**config.mk**
```make
export PLATFORM = sky130hd
export DESIGN_NAME = gsd_top
export DESIGN_NICKNAME = d
export VERILOG_FILES = /design/src/pkg/gsd_pkg.sv /design/src/pkg/gsd_tap_if.sv /design/src/core/gsd_top.sv /design/src/core/gsd_tap.sv
export SDC_FILE = /design/constraint.sdc
export NUM_CORES = 1
export LEC_CHECK = 0
export BUFFER_PORTS_ARGS = -buffer_cell sky130_fd_sc_hd__buf_4
export CAP_MARGIN = 20
export CORE_MARGIN = 2
export CORE_UTILIZATION = 40
export CTS_BUF_LIST = sky130_fd_sc_hd__clkbuf_8 sky130_fd_sc_hd__clkbuf_16
export CTS_CLUSTER_SIZE = 14
export DETAILED_ROUTE_END_ITERATION = 7
export PLACE_DENSITY_LB_ADDON = 0.08
export SYNTH_ARGS = -nofsm -noshare
export SYNTH_HDL_FRONTEND = slang
export SYNTH_HIERARCHICAL = 1
export SYNTH_SLANG_ARGS = --single-unit
export TNS_END_PERCENT = 100
```
**constraint.sdc**
```tcl
create_clock -name SYS_CLK_I -period 4.05 [get_ports SYS_CLK_I]
set_input_delay 0.6075 -clock SYS_CLK_I [delete_from_list [all_inputs] [get_ports SYS_CLK_I]]
set_output_delay 0.6075 -clock SYS_CLK_I [all_outputs]
set_load 0.05 [all_outputs]
```
**src/pkg/gsd_pkg.sv**
```systemverilog
// Shared constants and types for the GPIO, strap and debug pin block
package gsd_pkg;
    // ==========================================================
    // Pin field positions
    localparam int GPIO_W = 8;
    localparam int SMB_ADDR_HI = 7;
    localparam int SMB_ADDR_LO = 5;
    localparam int DBG_SEL_HI = 4;
    localparam int DBG_SEL_LO = 0;
    localparam int PORT_CNT = 3;
    // ==========================================================
    // Values after reset
    localparam logic [7:0] GPIO_OE_RST = 8'h00;
    localparam logic [7:0] GPIO_OUT_RST = 8'h00;
    localparam logic EE_IDLE_LEVEL = 1'h1;
    localparam logic SCAN_EN_LEVEL = 1'h0;
    // ==========================================================
    // EEPROM clock: half period in SYS_CLK_I cycles (40 MHz / 40 = 1 MHz)
    localparam logic [7:0] EE_HALF_CYC = 8'h14;
    // ==========================================================
    // Test access port
    localparam int IR_W = 2;
    localparam int DR_W = 32;
    localparam logic [1:0] IR_CAPTURE = 2'h1;
    localparam logic [1:0] IR_IDCODE = 2'h1;
    localparam logic [1:0] IR_BYPASS = 2'h3;
    // Arbitrary identification value, names no maker or part
    localparam logic [31:0] TAP_IDCODE = 32'h0000_0001;

    typedef enum logic [3:0] {
        TAP_TLR = 4'h0,
        TAP_RTI = 4'h1,
        TAP_SEL_DR = 4'h3,
        TAP_CAP_DR = 4'h2,
        TAP_SH_DR = 4'h6,
        TAP_EX1_DR = 4'h7,
        TAP_PA_DR = 4'h5,
        TAP_EX2_DR = 4'h4,
        TAP_UPD_DR = 4'hc,
        TAP_SEL_IR = 4'hd,
        TAP_CAP_IR = 4'hf,
        TAP_SH_IR = 4'he,
        TAP_EX1_IR = 4'ha,
        TAP_PA_IR = 4'hb,
        TAP_EX2_IR = 4'h9,
        TAP_UPD_IR = 4'h8
    } gsd_tap_state_e;
endpackage

```
**src/pkg/gsd_tap_if.sv**
```systemverilog
// Synchronised test port signals between the pin logic and the TAP
`timescale 1ns/1ps
interface gsd_tap_if;
    logic tck_rise;
    logic tck_fall;
    logic tms;
    logic tdi;
    logic trst_n;
    logic tdo;
    logic tdo_en;
    modport tap (input tck_rise, input tck_fall, input tms, input tdi, input trst_n,
                 output tdo, output tdo_en);
    modport pins (output tck_rise, output tck_fall, output tms, output tdi, output trst_n,
                  input tdo, input tdo_en);
endinterface

```
**src/core/gsd_top.sv**
```systemverilog
// GPIO, strap, debug, scan enable, EEPROM pin and test port pin logic
`timescale 1ns/1ps
module gsd_top
    import gsd_pkg::*;
(
    // Clock and reset
    input wire logic SYS_CLK_I,
    input wire logic RSTN_I,
    // General-purpose pins
    input wire logic [7:0] GPIO_I,
    output logic [7:0] GPIO_O,
    output logic [7:0] GPIO_OE_O,
    // GPIO control and status
    input wire logic GPIO_OE_WR_I,
    input wire logic [7:0] GPIO_OE_WDATA_I,
    input wire logic GPIO_OUT_WR_I,
    input wire logic [7:0] GPIO_OUT_WDATA_I,
    output logic [7:0] GPIO_IN_O,
    // Management bus address straps
    input wire logic SMB_PRESENT_I,
    output logic [2:0] SMB_ADDR_O,
    // Debug straps and per-port status
    input wire logic DEBUG_ENABLE_N_I,
    input wire logic PORT_STATUS_OUT_ENABLE_I,
    input wire logic [2:0] PORT_STATE_I,
    output logic DEBUG_ACTIVE_O,
    output logic [4:0] DEBUG_SEL_O,
    output logic [2:0] PER_PORT_STATE_OUT_O,
    output logic [2:0] PER_PORT_STATE_OUT_OE_O,
    // Power saving strap
    input wire logic POWER_SAVE_STRAP_I,
    output logic POWER_SAVE_EN_O,
    // Scan enable pin
    input wire logic MFG_TEST_I,
    output logic SCAN_EN_O,
    output logic SCAN_EN_OE_O,
    // EEPROM pins and loader side
    input wire logic EE_XFER_ACTIVE_I,
    input wire logic EE_DATA_OUT_I,
    input wire logic EE_DATA_OE_I,
    output logic EE_DATA_IN_O,
    output logic EEPROM_SERIAL_CLOCK_O,
    input wire logic EEPROM_SERIAL_IO_I,
    output logic EEPROM_SERIAL_IO_O,
    output logic EEPROM_SERIAL_IO_OE_O,
    // Test access port pins
    input wire logic TCK_I,
    input wire logic TMS_I,
    input wire logic TDI_I,
    input wire logic TRST_N_I,
    output logic TDO_O,
    output logic TDO_OE_O
);
    // ==========================================================
    // Pin synchronisers; no reset so the strap is sampled during reset
    localparam int SW = 17;
    logic [SW-1:0] sync1_reg;
    logic [SW-1:0] sync2_reg;
    wire logic [SW-1:0] pins_raw = {GPIO_I, DEBUG_ENABLE_N_I, PORT_STATUS_OUT_ENABLE_I,
                                    POWER_SAVE_STRAP_I, MFG_TEST_I, EEPROM_SERIAL_IO_I,
                                    TCK_I, TMS_I, TDI_I, TRST_N_I};
    always_ff @(posedge SYS_CLK_I) begin
        sync1_reg <= pins_raw;
        sync2_reg <= sync1_reg;
    end

    wire logic [7:0] gpio_s = sync2_reg[16:9];
    wire logic dbg_en_n_s = sync2_reg[8];
    wire logic ps_oe_s = sync2_reg[7];
    wire logic strap_s = sync2_reg[6];
    wire logic mfg_s = sync2_reg[5];
    wire logic ee_io_s = sync2_reg[4];
    wire logic tck_s = sync2_reg[3];

    // ==========================================================
    // GPIO direction and output registers
    logic [7:0] gpio_oe_reg;
    logic [7:0] gpio_out_reg;
    logic [7:0] gpio_in_reg;
    always_ff @(posedge SYS_CLK_I or negedge RSTN_I) begin
        if (!RSTN_I) begin
            gpio_oe_reg <= GPIO_OE_RST;
            gpio_out_reg <= GPIO_OUT_RST;
            gpio_in_reg <= 8'h00;
        end else begin
            if (GPIO_OE_WR_I) begin
                gpio_oe_reg <= GPIO_OE_WDATA_I;
            end
            if (GPIO_OUT_WR_I) begin
                gpio_out_reg <= GPIO_OUT_WDATA_I;
            end
            gpio_in_reg <= gpio_s;
        end
    end
    assign GPIO_OE_O = gpio_oe_reg;
    assign GPIO_O = gpio_out_reg;
    assign GPIO_IN_O = gpio_in_reg;

    // ==========================================================
    // Address straps, debug mode and port status
    wire logic dbg_mode = !dbg_en_n_s;
    wire logic [2:0] smb_addr_next = SMB_PRESENT_I ? gpio_s[SMB_ADDR_HI:SMB_ADDR_LO] : 3'h0;
    wire logic [4:0] dbg_sel_next = dbg_mode ? gpio_s[DBG_SEL_HI:DBG_SEL_LO] : 5'h00;
    wire logic port_oe_next = dbg_mode && ps_oe_s;

    logic [2:0] smb_addr_reg;
    logic dbg_mode_reg;
    logic [4:0] dbg_sel_reg;
    logic [2:0] port_state_reg;
    logic [2:0] port_oe_reg;
    always_ff @(posedge SYS_CLK_I or negedge RSTN_I) begin
        if (!RSTN_I) begin
            smb_addr_reg <= 3'h0;
            dbg_mode_reg <= 1'b0;
            dbg_sel_reg <= 5'h00;
            port_state_reg <= 3'h0;
            port_oe_reg <= 3'h0;
        end else begin
            smb_addr_reg <= smb_addr_next;
            dbg_mode_reg <= dbg_mode;
            dbg_sel_reg <= dbg_sel_next;
            port_state_reg <= PORT_STATE_I;
            port_oe_reg <= {PORT_CNT{port_oe_next}};
        end
    end
    assign SMB_ADDR_O = smb_addr_reg;
    assign DEBUG_ACTIVE_O = dbg_mode_reg;
    assign DEBUG_SEL_O = dbg_sel_reg;
    assign PER_PORT_STATE_OUT_O = port_state_reg;
    assign PER_PORT_STATE_OUT_OE_O = port_oe_reg;

    // ==========================================================
    // Power-save strap, captured once on the first edge after release
    logic strap_done_reg;
    logic power_save_reg;
    always_ff @(posedge SYS_CLK_I or negedge RSTN_I) begin
        if (!RSTN_I) begin
            strap_done_reg <= 1'b0;
            power_save_reg <= 1'b0;
        end else if (!strap_done_reg) begin
            strap_done_reg <= 1'b1;
            power_save_reg <= strap_s;
        end
    end
    assign POWER_SAVE_EN_O = power_save_reg;

    // ==========================================================
    // Scan enable: driven low unless manufacturing test releases it
    logic scan_oe_reg;
    always_ff @(posedge SYS_CLK_I or negedge RSTN_I) begin
        if (!RSTN_I) begin
            scan_oe_reg <= 1'b1;
        end else begin
            scan_oe_reg <= !mfg_s;
        end
    end
    assign SCAN_EN_O = SCAN_EN_LEVEL;
    assign SCAN_EN_OE_O = scan_oe_reg;

    // ==========================================================
    // EEPROM clock divider and data pin
    // Clock parks low between transfers so the part sees no stray edges
    logic [7:0] ee_cnt_reg;
    logic ee_clk_reg;
    logic ee_io_reg;
    logic ee_oe_reg;
    logic ee_in_reg;
    wire logic ee_half_done = (ee_cnt_reg == EE_HALF_CYC - 8'h01);
    always_ff @(posedge SYS_CLK_I or negedge RSTN_I) begin
        if (!RSTN_I) begin
            ee_cnt_reg <= 8'h00;
            ee_clk_reg <= 1'b0;
            ee_io_reg <= EE_IDLE_LEVEL;
            ee_oe_reg <= 1'b1;
            ee_in_reg <= EE_IDLE_LEVEL;
        end else begin
            if (!EE_XFER_ACTIVE_I) begin
                ee_cnt_reg <= 8'h00;
                ee_clk_reg <= 1'b0;
            end else if (ee_half_done) begin
                ee_cnt_reg <= 8'h00;
                ee_clk_reg <= !ee_clk_reg;
            end else begin
                ee_cnt_reg <= ee_cnt_reg + 8'h01;
            end
            ee_io_reg <= EE_XFER_ACTIVE_I ? EE_DATA_OUT_I : EE_IDLE_LEVEL;
            ee_oe_reg <= EE_XFER_ACTIVE_I ? EE_DATA_OE_I : 1'b1;
            ee_in_reg <= ee_io_s;
        end
    end
    assign EEPROM_SERIAL_CLOCK_O = ee_clk_reg;
    assign EEPROM_SERIAL_IO_O = ee_io_reg;
    assign EEPROM_SERIAL_IO_OE_O = ee_oe_reg;
    assign EE_DATA_IN_O = ee_in_reg;

    // ==========================================================
    // Test port: TCK is oversampled, so it must stay well below 10 MHz
    logic tck_d_reg;
    logic tdo_reg;
    logic tdo_oe_reg;
    gsd_tap_if tap_bus ();
    assign tap_bus.tck_rise = tck_s && !tck_d_reg;
    assign tap_bus.tck_fall = !tck_s && tck_d_reg;
    assign tap_bus.tms = sync2_reg[2];
    assign tap_bus.tdi = sync2_reg[1];
    assign tap_bus.trst_n = sync2_reg[0];
    always_ff @(posedge SYS_CLK_I or negedge RSTN_I) begin
        if (!RSTN_I) begin
            tck_d_reg <= 1'b0;
            tdo_reg <= 1'b0;
            tdo_oe_reg <= 1'b0;
        end else begin
            tck_d_reg <= tck_s;
            tdo_reg <= tap_bus.tdo;
            tdo_oe_reg <= tap_bus.tdo_en;
        end
    end
    assign TDO_O = tdo_reg;
    assign TDO_OE_O = tdo_oe_reg;

    gsd_tap gsd_tap_inst (
        .clk_i(SYS_CLK_I),
        .rstn_i(RSTN_I),
        .tap(tap_bus.tap)
    );

    // ==========================================================
    // Checks
    a_gpio_oe_write:
    assert property (@(posedge SYS_CLK_I) disable iff (!RSTN_I)
        GPIO_OE_WR_I |=> GPIO_OE_O == $past(GPIO_OE_WDATA_I))
    else $error("GPIO enable not written");

    a_smb_addr_pins:
    assert property (@(posedge SYS_CLK_I) disable iff (!RSTN_I)
        SMB_PRESENT_I |=> SMB_ADDR_O == $past(gpio_s[7:5]))
    else $error("Address straps wrong");

    a_debug_sel_pins:
    assert property (@(posedge SYS_CLK_I) disable iff (!RSTN_I)
        !dbg_en_n_s |=> DEBUG_ACTIVE_O && DEBUG_SEL_O == $past(gpio_s[4:0]))
    else $error("Debug selection wrong");

    a_strap_held:
    assert property (@(posedge SYS_CLK_I) disable iff (!RSTN_I)
        strap_done_reg |=> $stable(POWER_SAVE_EN_O))
    else $error("Power-save strap changed after capture");

    a_scan_drive_low:
    assert property (@(posedge SYS_CLK_I) disable iff (!RSTN_I)
        !mfg_s |=> SCAN_EN_OE_O && !SCAN_EN_O)
    else $error("Scan enable not driven low");

    a_ee_idle_high:
    assert property (@(posedge SYS_CLK_I) disable iff (!RSTN_I)
        !EE_XFER_ACTIVE_I |=> EEPROM_SERIAL_IO_O && EEPROM_SERIAL_IO_OE_O)
    else $error("EEPROM data not held high when idle");

    a_ee_clock_period:
    assert property (@(posedge SYS_CLK_I) disable iff (!RSTN_I)
        (EE_XFER_ACTIVE_I && ee_half_done) |=> $changed(EEPROM_SERIAL_CLOCK_O))
    else $error("EEPROM clock did not toggle");

    a_port_oe_gate:
    assert property (@(posedge SYS_CLK_I) disable iff (!RSTN_I)
        dbg_en_n_s |=> PER_PORT_STATE_OUT_OE_O == 3'h0)
    else $error("Port status driven outside debug mode");
endmodule

```
**src/core/gsd_tap.sv**
```systemverilog
// Test access port controller with IDCODE and BYPASS, stepped by TCK edges
`timescale 1ns/1ps
module gsd_tap
    import gsd_pkg::*;
(
    // Clock and reset
    input wire logic clk_i,
    input wire logic rstn_i,
    // Test port
    gsd_tap_if.tap tap
);
    // ==========================================================
    // State transition
    function automatic gsd_tap_state_e tap_next(input gsd_tap_state_e s, input logic m);
        gsd_tap_state_e n;
        n = TAP_TLR;
        case (s)
            TAP_TLR: n = m ? TAP_TLR : TAP_RTI;
            TAP_RTI: n = m ? TAP_SEL_DR : TAP_RTI;
            TAP_SEL_DR: n = m ? TAP_SEL_IR : TAP_CAP_DR;
            TAP_CAP_DR: n = m ? TAP_EX1_DR : TAP_SH_DR;
            TAP_SH_DR: n = m ? TAP_EX1_DR : TAP_SH_DR;
            TAP_EX1_DR: n = m ? TAP_UPD_DR : TAP_PA_DR;
            TAP_PA_DR: n = m ? TAP_EX2_DR : TAP_PA_DR;
            TAP_EX2_DR: n = m ? TAP_UPD_DR : TAP_SH_DR;
            TAP_UPD_DR: n = m ? TAP_SEL_DR : TAP_RTI;
            TAP_SEL_IR: n = m ? TAP_TLR : TAP_CAP_IR;
            TAP_CAP_IR: n = m ? TAP_EX1_IR : TAP_SH_IR;
            TAP_SH_IR: n = m ? TAP_EX1_IR : TAP_SH_IR;
            TAP_EX1_IR: n = m ? TAP_UPD_IR : TAP_PA_IR;
            TAP_PA_IR: n = m ? TAP_EX2_IR : TAP_PA_IR;
            TAP_EX2_IR: n = m ? TAP_UPD_IR : TAP_SH_IR;
            TAP_UPD_IR: n = m ? TAP_SEL_DR : TAP_RTI;
            default: n = TAP_TLR;
        endcase
        return n;
    endfunction

    gsd_tap_state_e state_reg;
    logic [IR_W-1:0] ir_reg;
    logic [IR_W-1:0] ir_sh_reg;
    logic [DR_W-1:0] dr_reg;
    logic tdo_reg;
    logic tdo_en_reg;

    wire gsd_tap_state_e state_next = tap_next(state_reg, tap.tms);
    wire logic is_bypass = (ir_reg == IR_BYPASS);
    wire logic in_shift = (state_reg == TAP_SH_DR) || (state_reg == TAP_SH_IR);

    // ==========================================================
    // Controller and shift registers, advanced on TCK rise
    always_ff @(posedge clk_i or negedge rstn_i) begin
        if (!rstn_i) begin
            state_reg <= TAP_TLR;
            ir_reg <= IR_IDCODE;
            ir_sh_reg <= IR_CAPTURE;
            dr_reg <= '0;
        end else if (!tap.trst_n) begin
            state_reg <= TAP_TLR;
            ir_reg <= IR_IDCODE;
        end else if (tap.tck_rise) begin
            state_reg <= state_next;
            case (state_reg)
                TAP_TLR: ir_reg <= IR_IDCODE;
                TAP_CAP_IR: ir_sh_reg <= IR_CAPTURE;
                TAP_SH_IR: ir_sh_reg <= {tap.tdi, ir_sh_reg[IR_W-1:1]};
                TAP_UPD_IR: ir_reg <= ir_sh_reg;
                TAP_CAP_DR: dr_reg <= is_bypass ? '0 : TAP_IDCODE;
                TAP_SH_DR: begin
                    if (is_bypass) begin
                        dr_reg <= {{(DR_W-1){1'b0}}, tap.tdi};
                    end else begin
                        dr_reg <= {tap.tdi, dr_reg[DR_W-1:1]};
                    end
                end
                default: ;
            endcase
        end
    end

    // ==========================================================
    // Output changes on TCK fall so the tester samples a settled bit
    always_ff @(posedge clk_i or negedge rstn_i) begin
        if (!rstn_i) begin
            tdo_reg <= 1'b0;
            tdo_en_reg <= 1'b0;
        end else if (tap.tck_fall) begin
            tdo_reg <= (state_reg == TAP_SH_IR) ? ir_sh_reg[0] : dr_reg[0];
            tdo_en_reg <= in_shift;
        end
    end

    assign tap.tdo = tdo_reg;
    assign tap.tdo_en = tdo_en_reg;

    // ==========================================================
    // Checks
    a_trst_forces_reset:
    assert property (@(posedge clk_i) disable iff (!rstn_i)
        !tap.trst_n |=> state_reg == TAP_TLR)
    else $error("TAP not reset by test reset");

    a_tms_exit_ir:
    assert property (@(posedge clk_i) disable iff (!rstn_i)
        (tap.trst_n && tap.tck_rise && tap.tms && state_reg == TAP_SEL_IR)
        |=> state_reg == TAP_TLR)
    else $error("TMS high in select-IR did not reach reset state");

    a_tdo_shift_drive:
    assert property (@(posedge clk_i) disable iff (!rstn_i)
        (tap.tck_fall && in_shift) |=> (tap.tdo_en && tap.tdo == $past(dr_reg[0])) ||
        $past(state_reg) == TAP_SH_IR)
    else $error("TDO not driven from shift register");

    a_tdo_idle_off:
    assert property (@(posedge clk_i) disable iff (!rstn_i)
        (tap.tck_fall && state_reg == TAP_RTI) |=> !tap.tdo_en)
    else $error("TDO driven outside shift");
endmodule

```
; ---- Yosys cells after proc, flatten, opt, wreduce, memory -nomap -nowiden
; Cells that the tools add are included.
; W data, S select, Z words.
[classes]
addsub = 1
n_mul = 0
n_div = 0
magnitude_cmp = 0
eq_ne = 20
n_shift = 0
n_mux = 31
bitwise_logic = 0
n_reduce_logical = 18
[ops]
columns = cell, n
row1 = $pmux W32 S2, 1
row2 = $pmux W4 S12, 1
row3 = $eq A4 B4 Y1 const B, 8
row4 = $mux W32, 1
row5 = $mux W4, 6
row6 = $eq A4 B3 Y1 const B, 4
row7 = $mux W8, 2
row8 = $mux W2, 5
row9 = $mux W1, 9
row10 = $mux W3, 3
row11 = $add A8 B1 Y8 const B, 1
row12 = $eq A4 B2 Y1 const B, 2
row13 = $eq A8 B5 Y1 const B, 1
row14 = $pmux W2 S2, 2
row15 = $reduce_and A3 Y1, 2
row16 = $logic_not A1 Y1, 5
row17 = $mux W5, 1
row18 = $eq A4 B1 Y1 const B, 1
row19 = $logic_not A4 Y1, 1
row20 = $ne A2 B1 Y1 const B, 2
row21 = $reduce_bool A2 Y1, 2
row22 = $reduce_or A2 Y1, 2
row23 = $logic_and A1 B1 Y1, 3
row24 = $ne A3 B1 Y1 const B, 1
row25 = 4 further kinds, 4
[totals]
reg_bits = 131
latchBits = 0
ramBits = 0
mem_bits_ro = 0
out_inout_bits = 48
memories = 0

; ---- Longest topological paths before layout
; Gate-level depths: netlist of the first run.
[depth]
depth_word = 5
depth_mapped = 7
ltp_nobuf = 5

; ---- Modules after synthesis
; Netlist of the first run, hierarchy kept.
[by_module_without_submodules]
columns = module, instances, cells_each, area_each_um2, seq_area_each_um2
row1 = gsd_top, 1, 161, 2571.2, 2062.0
row2 = gsd_tap, 1, 156, 1886.8, 1053.5

; ---- Worst setup path after synthesis of the first run
; No wires, ideal clock.
[synth_timing]
path_type = register to register
start = register ee_cnt_reg[0]
end = register ee_cnt_reg[2]
setup_ps = 135
t_arrival_ps = 1446
slack_ps = 2469
stages_incl_launch_ff = 5
path_buffers = 0
cell_sequence = dfrtp_1 > ha_1 > or3b_2 > o21ai_1 > nor2_1
[synth_between]
elab_chain_cells = 3
word_cells_on_any_way = 4
[synth_lines]
columns = item, line
row1 = start: declaration, gsd_top.sv:163  ; logic [7:0] ee_cnt_reg;
row2 = start signal: assignment, gsd_top.sv:184  ; ee_cnt_reg <= ee_cnt_reg + 8'h01;
row3 = $add A8 B1 Y8 / $eq A8 B5 Y1 (equally long branches), "gsd_top.sv:184, gsd_top.sv:168"
row4 = $mux W8 *, gsd_top.sv:180  ; end else if (ee_half_done) begin
row5 = $mux W8 *, gsd_top.sv:177  ; if (!EE_XFER_ACTIVE_I) begin
; Mark *: on every way between the ends. The rest lies on a longest branch, timed or not.
; A chain may end at the register's enable or synchronous reset.

; ---- Worst setup path in the final report of the first run
[layout_timing]
start = register gsd_tap_inst.state_reg[0]
end = register gsd_tap_inst.dr_reg[15]
[layout_between]
elab_chain_cells = 3
word_cells_on_any_way = 5
[layout_lines]
columns = item, line
row1 = start: declaration, gsd_tap.sv:39  ; gsd_tap_state_e state_reg;
row2 = start signal: assignment, gsd_tap.sv:62  ; state_reg <= state_next;
row3 = $eq A4 B2 Y1 / $eq A4 B3 Y1 (equally long branches), gsd_tap.sv:63  ; case (state_reg)
row4 = $reduce_bool A2 Y1 (no line), n/a
row5 = $reduce_and A3 Y1 (no line), n/a
row6 = end signal: assignment, gsd_tap.sv:68  ; TAP_CAP_DR: dr_reg <= is_bypass ? '0 : TAP_IDCODE;
row7 = end signal: assignment, gsd_tap.sv:71  ; dr_reg <= {{(DR_W-1){1'b0}}, tap.tdi};
row8 = end signal: assignment, gsd_tap.sv:73  ; dr_reg <= {tap.tdi, dr_reg[DR_W-1:1]};
row9 = end: declaration, gsd_tap.sv:42  ; logic [DR_W-1:0] dr_reg;
; Parallel ways exist; a longest one is shown, timed or not.

==> impl_metrics.toml, run 1 <==
[floorplan]
die_area_sq_mm = 0.01201
start_util = 0.4112
io_pins = 92
core_area_sq_mm = 0.01084
die_w_microns = 109.6
core.rowCount = 38
fp.dieH_microns = 109.6

[synthesis]
post_synth_num_cell_types = 49
synthAdderAreaFrac = 0.002807
yosysWarnings = 6
ys_seq_elements = 131
synth_top_area_share = 0.5108
synthXorXnorAreaFrac = 0.005894
synth_compound_area_frac = 0.1078
ys_top_cells_by_area = "dfrtp_1, dfxtp_1, a22o_1"
synth_top_family_by_area = "compound AO/OA/AOI/OAI gates"
synth_flop_cell = "dfrtp_1"
synth-edff-count = 0
syn_nets = 362
synth-async-reset-ratio = 0.7405
yosysSeqAreaShare = 0.6988
syn_inst = 317
mappedNetlistArea_sq_mm = 0.004458
avgSynthCellArea_sq_um = 14.06
yosys.area_share.simple = 0.09486
synth_top_area_cell = "dfrtp_1"
synthMuxAreaShare = 0.04771

[critical_path]
path_buf_inv = 1
r2r_cells = 5
critical-path-top-delay-family = "simple AND/OR/NAND/NOR gates"
rrSetupSlack_ns = 1.75
end_kind = "flip-flop"
critPathMaxStageDelay_ns = 0.60
critPathSlowestCell = "or3_1"
crit_type = "flip-flop to flip-flop"
start_kind = "flip-flop"
crit_required_ns = 4.49
cp_max_fo = 31
cp_data_arrival_time_ns = 2.75
cp_cell_sequence = "nand2b_4, or3_1, buf_16, nor2_8, a22o_1"
r2r_end = "gsd_tap_inst/dr_reg[15]$_DFFE_PN0P_"
r2r_start = "gsd_tap_inst/state_reg[0]$_DFFE_PN0P_"

[drt]
drc = 0
wirelength_microns = 7509
met2WireLength_microns = 3495
postRouteAntennaNets = 0
vias = 2702
wire_per_inst_microns = 13.34
vias_per_cell = 4.799
first_iter_violations = 132
dr.pass1.iters = 5
wirelength_met1_microns = 3266
wl_met3_microns = 610
highest_layer = "met4"

[final_layout]
nets = 455
synthToLayoutAreaGrowth_pct = 29.97
drive_gt1_frac = 0.3617
final_cell_mix = "dfrtp_1, buf_4, dfxtp_1"
layout.cells.non_filler = 563
fill_cells = 928
diodes = 0
largest_reg_flops = 32

[timing]
drv_slew = 0
relSlewSlack = 0.3812
min_period_ns = 2.302
hold_viol_final = 0
fin_crit_sh = 0.5685
grt_setup_unrepaired = "false"
setup-tns-final_ns = 0
skew_ns = 0.008329
timing.fmax_ghz = 0.4343
tightest_slew_ns = 0.9282
setup_violations = 0

[place]
port_buffers = 90
placedCellCount = 530
hpwl_microns = 4635
gp_congestion = 0.7834

[grt]
grt_pass1_wl_microns = 12670
grt_pass1_vias = 2670
grt_use_total = 0.1402
grt_max_degree = 77
grt_overflow_total = 0
antenna_found_initial = 0

[pwr]
power.total_w = 0.003182
p_leak_nw = 2.714
power.density_mw_per_mm2 = 549.1
vdd.ir_drop.worst_mv = 0.3115

[clocking]
ctsHoldBuffers = 0
post-cts-setup-buffers = 0
numClockSinks = 131
clk_path_buf_depth = 2
cts_buffers = 17
insertion_delay_ns = 0.51
clkTransAtPathRegs_ns = 0.07
cts_tree = "yes"
h-tree-depth = 4
cts-root-buf = "clkbuf_8"
cts_resized = 0

[flow_run]
drv_cap = 0

[min_path]
min_to = "sync1_reg[11]$_DFF_P_"
hold_depth = 1
worstHoldStart = "GPIO_I[2]"
holdCritPathClass = "primary input to flip-flop"

[status]
status = "finished, final reports clean"
synthesized netlist by cell type, types with 4 or more instances:
| cell type | n |
|---|---|
| dfrtp_1 | 91 |
| dfxtp_1 | 34 |
| a22o_1 | 32 |
| mux2_2 | 18 |
| nor2_1 | 12 |
| nor2b_1 | 11 |
| o21ai_0 | 10 |
| nand2_1 | 9 |
| nand3_1 | 9 |
| a21oi_1 | 8 |
| inv_1 | 8 |
| buf_2 | 6 |
| dfstp_2 | 6 |
| nand2b_1 | 6 |
| or3_1 | 5 |
| buf_6 | 4 |
cells by family after synthesis:
logic type                 Yosys count
adders and majority gates            1
AOI/OAI and AO/OA                   64
DFF                                131
other                                2
muxes                               19
xor gates and xnor gates             3
buffers and inverters               26
and+or+nand+nor                     71
layer usage:
metal | up-vias | global-route usage
li1 | 1304 | -
met2 | 96 | 0.2165
met1 | 1290 | 0.1711
met4 | 0 | 0.06962
met3 | 12 | 0.05572
met5 | - | 0
final cells by class:
class | count | area [sq um] | share of cell area
sequential | 131 | 3115 | 0.5377
multi-input combinational | 160 | 1162 | 0.2006
timing repair buffer | 92 | 710.7 | 0.1227
clock buffer | 17 | 414.1 | 0.07147
clock inverter | 15 | 186.4 | 0.03217
tap | 140 | 175.2 | 0.03023
inverter | 8 | 30.03 | 0.005182
worst max-delay path by stage:
stage	startpoint	endpoint	slack, ns	cells after the start
finish	gsd_tap_inst/state_reg[0]$_DFFE_PN0P_	gsd_tap_inst/dr_reg[15]$_DFFE_PN0P_	1.75	5
global route	gsd_tap_inst/state_reg[0]$_DFFE_PN0P_	gsd_tap_inst/dr_reg[11]$_DFFE_PN0P_	1.59	5
CTS	gsd_tap_inst/state_reg[0]$_DFFE_PN0P_	gsd_tap_inst/dr_reg[20]$_DFFE_PN0P_	1.58	4
detailed placement	gsd_tap_inst/state_reg[0]$_DFFE_PN0P_	gsd_tap_inst/dr_reg[6]$_DFFE_PN0P_	1.61	4
global placement	gsd_tap_inst/state_reg[0]$_DFFE_PN0P_	gsd_tap_inst/dr_reg[10]$_DFFE_PN0P_	1.69	4
floorplan	ee_cnt_reg[0]$_DFF_PN0_	ee_cnt_reg[2]$_DFF_PN0_	2.47	4
report_power, final:
group / switching, W / internal (W) / total (W)
clock network: 0.000623 / 0.000909 / 0.00153
registers: 0.0000260 / 0.00136 / 0.00139
logic: 0.000172 / 0.0000930 / 0.000265
total: 0.000821 / 0.00236 / 0.00318
through the flow:
step | util | hold WS [ns] | setup WS (ns) | instance area, sq um
floorplan | - | 0.2839 | 2.469 | 4458
global placement | 0.4766 | 0.2844 | 1.685 | 5166
detailed placement | 0.4766 | 0.2945 | 1.614 | 5166
CTS | 0.5320 | 0.1626 | 1.576 | 5767
global route | 0.5345 | 0.1616 | 1.595 | 5794
finish | 0.5345 | 0.1910 | 1.748 | 5794
Power figures use the tool's default switching activity.
==> inputs of run 2 (changes only) <==
Clock period 4.05 ns to 2.06 ns, I/O delays scaled along.
==> impl_metrics.toml, run 2 (synthesized netlist as in run 1, its figures left out) <==
[grt]
grt_pass1_wl_microns = 12450
grt-busiest-layer = "met2"
grt_util_met3 = 0.05098
grt_overflow_total = 0
grt_max_degree = 98
grt_use_met1 = 0.1651
antenna_found_initial = 0
grt_use_total = 0.1354
grt_pass1_vias = 2665
met2_usage = 0.2147

[critical_path]
crit_type = "flip-flop to flip-flop"
r2r_start = "sync2_reg[3]$_DFF_P_"
end_kind = "flip-flop"
crit_required_ns = 2.45
cp_max_fo = 33
cp_data_arrival_time_ns = 2.15
start_kind = "flip-flop"
critPathLaunch = "sync2_reg[3]$_DFF_P_"

[clocking]
numClockSinks = 131
cts_buffers = 17
insertion_delay_ns = 0.51
cts_resized = 0
clk_path_buf_depth = 2
cts-root-buf = "clkbuf_8"
clkTransAtPathRegs_ns = 0.07
h-tree-depth = 4
post-cts-setup-buffers = 0
cts_tree = "yes"

[floorplan]
die_area_sq_mm = 0.01201
core.rowCount = 38
core_area_sq_mm = 0.01084
die_w_microns = 109.6
io_pins = 92
start_util = 0.4112
fp.dieH_microns = 109.6

[drt]
vias_per_cell = 4.721
wire_per_inst_microns = 12.91
first_iter_violations = 119
postRouteAntennaNets = 0
drc = 0
dr.pass1.iters = 4
wirelength_microns = 7640
vias = 2795

[timing]
setup-tns-final_ns = 0
setup_slack_ns = 0.2986
drv_slew = 0
tightest_slew_ns = 0.5723
skew_ns = 0.009138
fin_crit_sh = 0.8550
hold_viol_final = 0
timing.fmax_ghz = 0.5677
relSlewSlack = 0.6131
grt_setup_unrepaired = "false"
min_period_ns = 1.761
setup_violations = 0

[final_layout]
largest_reg_flops = 32
fin_area_sq_mm = 0.006066
mostFrequentLayoutCell = "buf_4"
drive_gt1_frac = 0.3496
nets = 484
fill_cells = 911
synthToLayoutAreaGrowth_pct = 36.07
final_cell_mix = "buf_4, dfrtp_1, dfxtp_1"
diodes = 0
layout.cells.non_filler = 592
final_core_util = 0.5596

[pwr]
pwr-share-comb = 0.091
power.density_mw_per_mm2 = 1028
p_leak_nw = 2.838
netSwitchingPower_w = 0.001656
switching_share = 0.2656
internal-power_w = 0.004579
seqPwrFrac = 0.436
clkPwrFrac = 0.473
vdd.ir_drop.worst_mv = 0.6179

[min_path]
holdCritPathClass = "primary input to flip-flop"
worstHoldStart = "SMB_PRESENT_I"

[status]
status = "finished, final reports clean"

[place]
placedCellCount = 536
place_area_sq_mm = 0.005224
hpwl_microns = 4686
gp_congestion = 0.7569
pre_cts_ws_ns = 0.3302
port_buffers = 90

[flow_run]
drv_cap = 0
[run 2: cell types whose count changed in the layout (fill, tap and decap cells not counted)]
cell           before  now
clkinv_8            0    3
buf_4              91   96
clkinvlp_4          2    0
bufinv_16           2    1
dlygate4sd3_1       0   24
inv_8               6    5
clkinv_4            1    2
buf_12              0    1
buf_16              1    0
[run 2: per-stage QoR]
| step | power [W] | hold slack [ns] |
|---|---|---|
| 6_report | 0.006235 | 0.03132 |
| 5_1_grt | 0.006481 | 0.004817 |
| 4_1_cts | 0.006334 | 0.002459 |
| 3_5_place_dp | 0.003309 | 0.2936 |
| 3_3_place_gp | 0.003304 | 0.2851 |
| 2_1_floorplan | 0.003079 | 0.01341 |
[run 2: final timing paths]
| kind | to | slack, ns | depth (start not counted) |
|---|---|---|---|
| worst max-delay path | gsd_tap_inst/dr_reg[10]$_DFFE_PN0P_ | 0.30 | 5 |
| worst min-delay path | SMB_ADDR_O[0]$_DFF_PN0_ | 0.03 | 2 |
| worst max register to register | gsd_tap_inst/dr_reg[10]$_DFFE_PN0P_ | 0.30 | 5 |
| worst min register to register | EE_DATA_IN_O$_DFF_PN1_ | 0.29 | 0 |
| max in group asynchronous | GPIO_O[6]$_DFFE_PN0P_ | 1.26 | 3 |
| min in group asynchronous | EEPROM_SERIAL_CLOCK_O$_DFFE_PN0P_ | 0.37 | 3 |
[run 2: power by group through the flow]
| stage | logic [W] | clock network, W | registers, W |
|---|---|---|---|
| detailed placement | 0.000540 | 0 | 0.00277 |
| finish | 0.000568 | 0.00295 | 0.00272 |
| global route | 0.000605 | 0.00315 | 0.00273 |
| CTS | 0.000577 | 0.00304 | 0.00272 |
| floorplan | 0.0000980 | 0 | 0.00298 |
| global placement | 0.000537 | 0 | 0.00277 |
[run 2: worst max-delay path, stage by stage (launching register included)]
cell	delay, ns
dfxtp_1	0.34
nor2b_1	0.20
nand2_1	0.12
or3_1	0.42
buf_4	0.27
a22o_1	0.27
[run 2: cell type report]
type                       count  area, sq um  area share
inverter                       8        30.03    0.004950
timing repair buffer         121        980.9      0.1617
clock buffer                  17        414.1     0.06828
tap                          140        175.2     0.02888
sequential                   131         3115      0.5136
clock inverter                15        187.7     0.03094
multi-input combinational    160         1162      0.1916
[run 2: repair_timing]
item                                    4_1_cts  5_1_grt
hold buffers                                 24        0
endpoints found under the setup margin        0        0
hold endpoints to repair                    113        0
[run 2: metal layers]
| layer | vias up | routed length, microns |
|---|---|---|
| met2 | 101 | 3562 |
| met5 | - | 0 |
| met4 | 0 | 78 |
| met1 | 1330 | 3451 |
| li1 | 1357 | - |
| met3 | 7 | 547 |
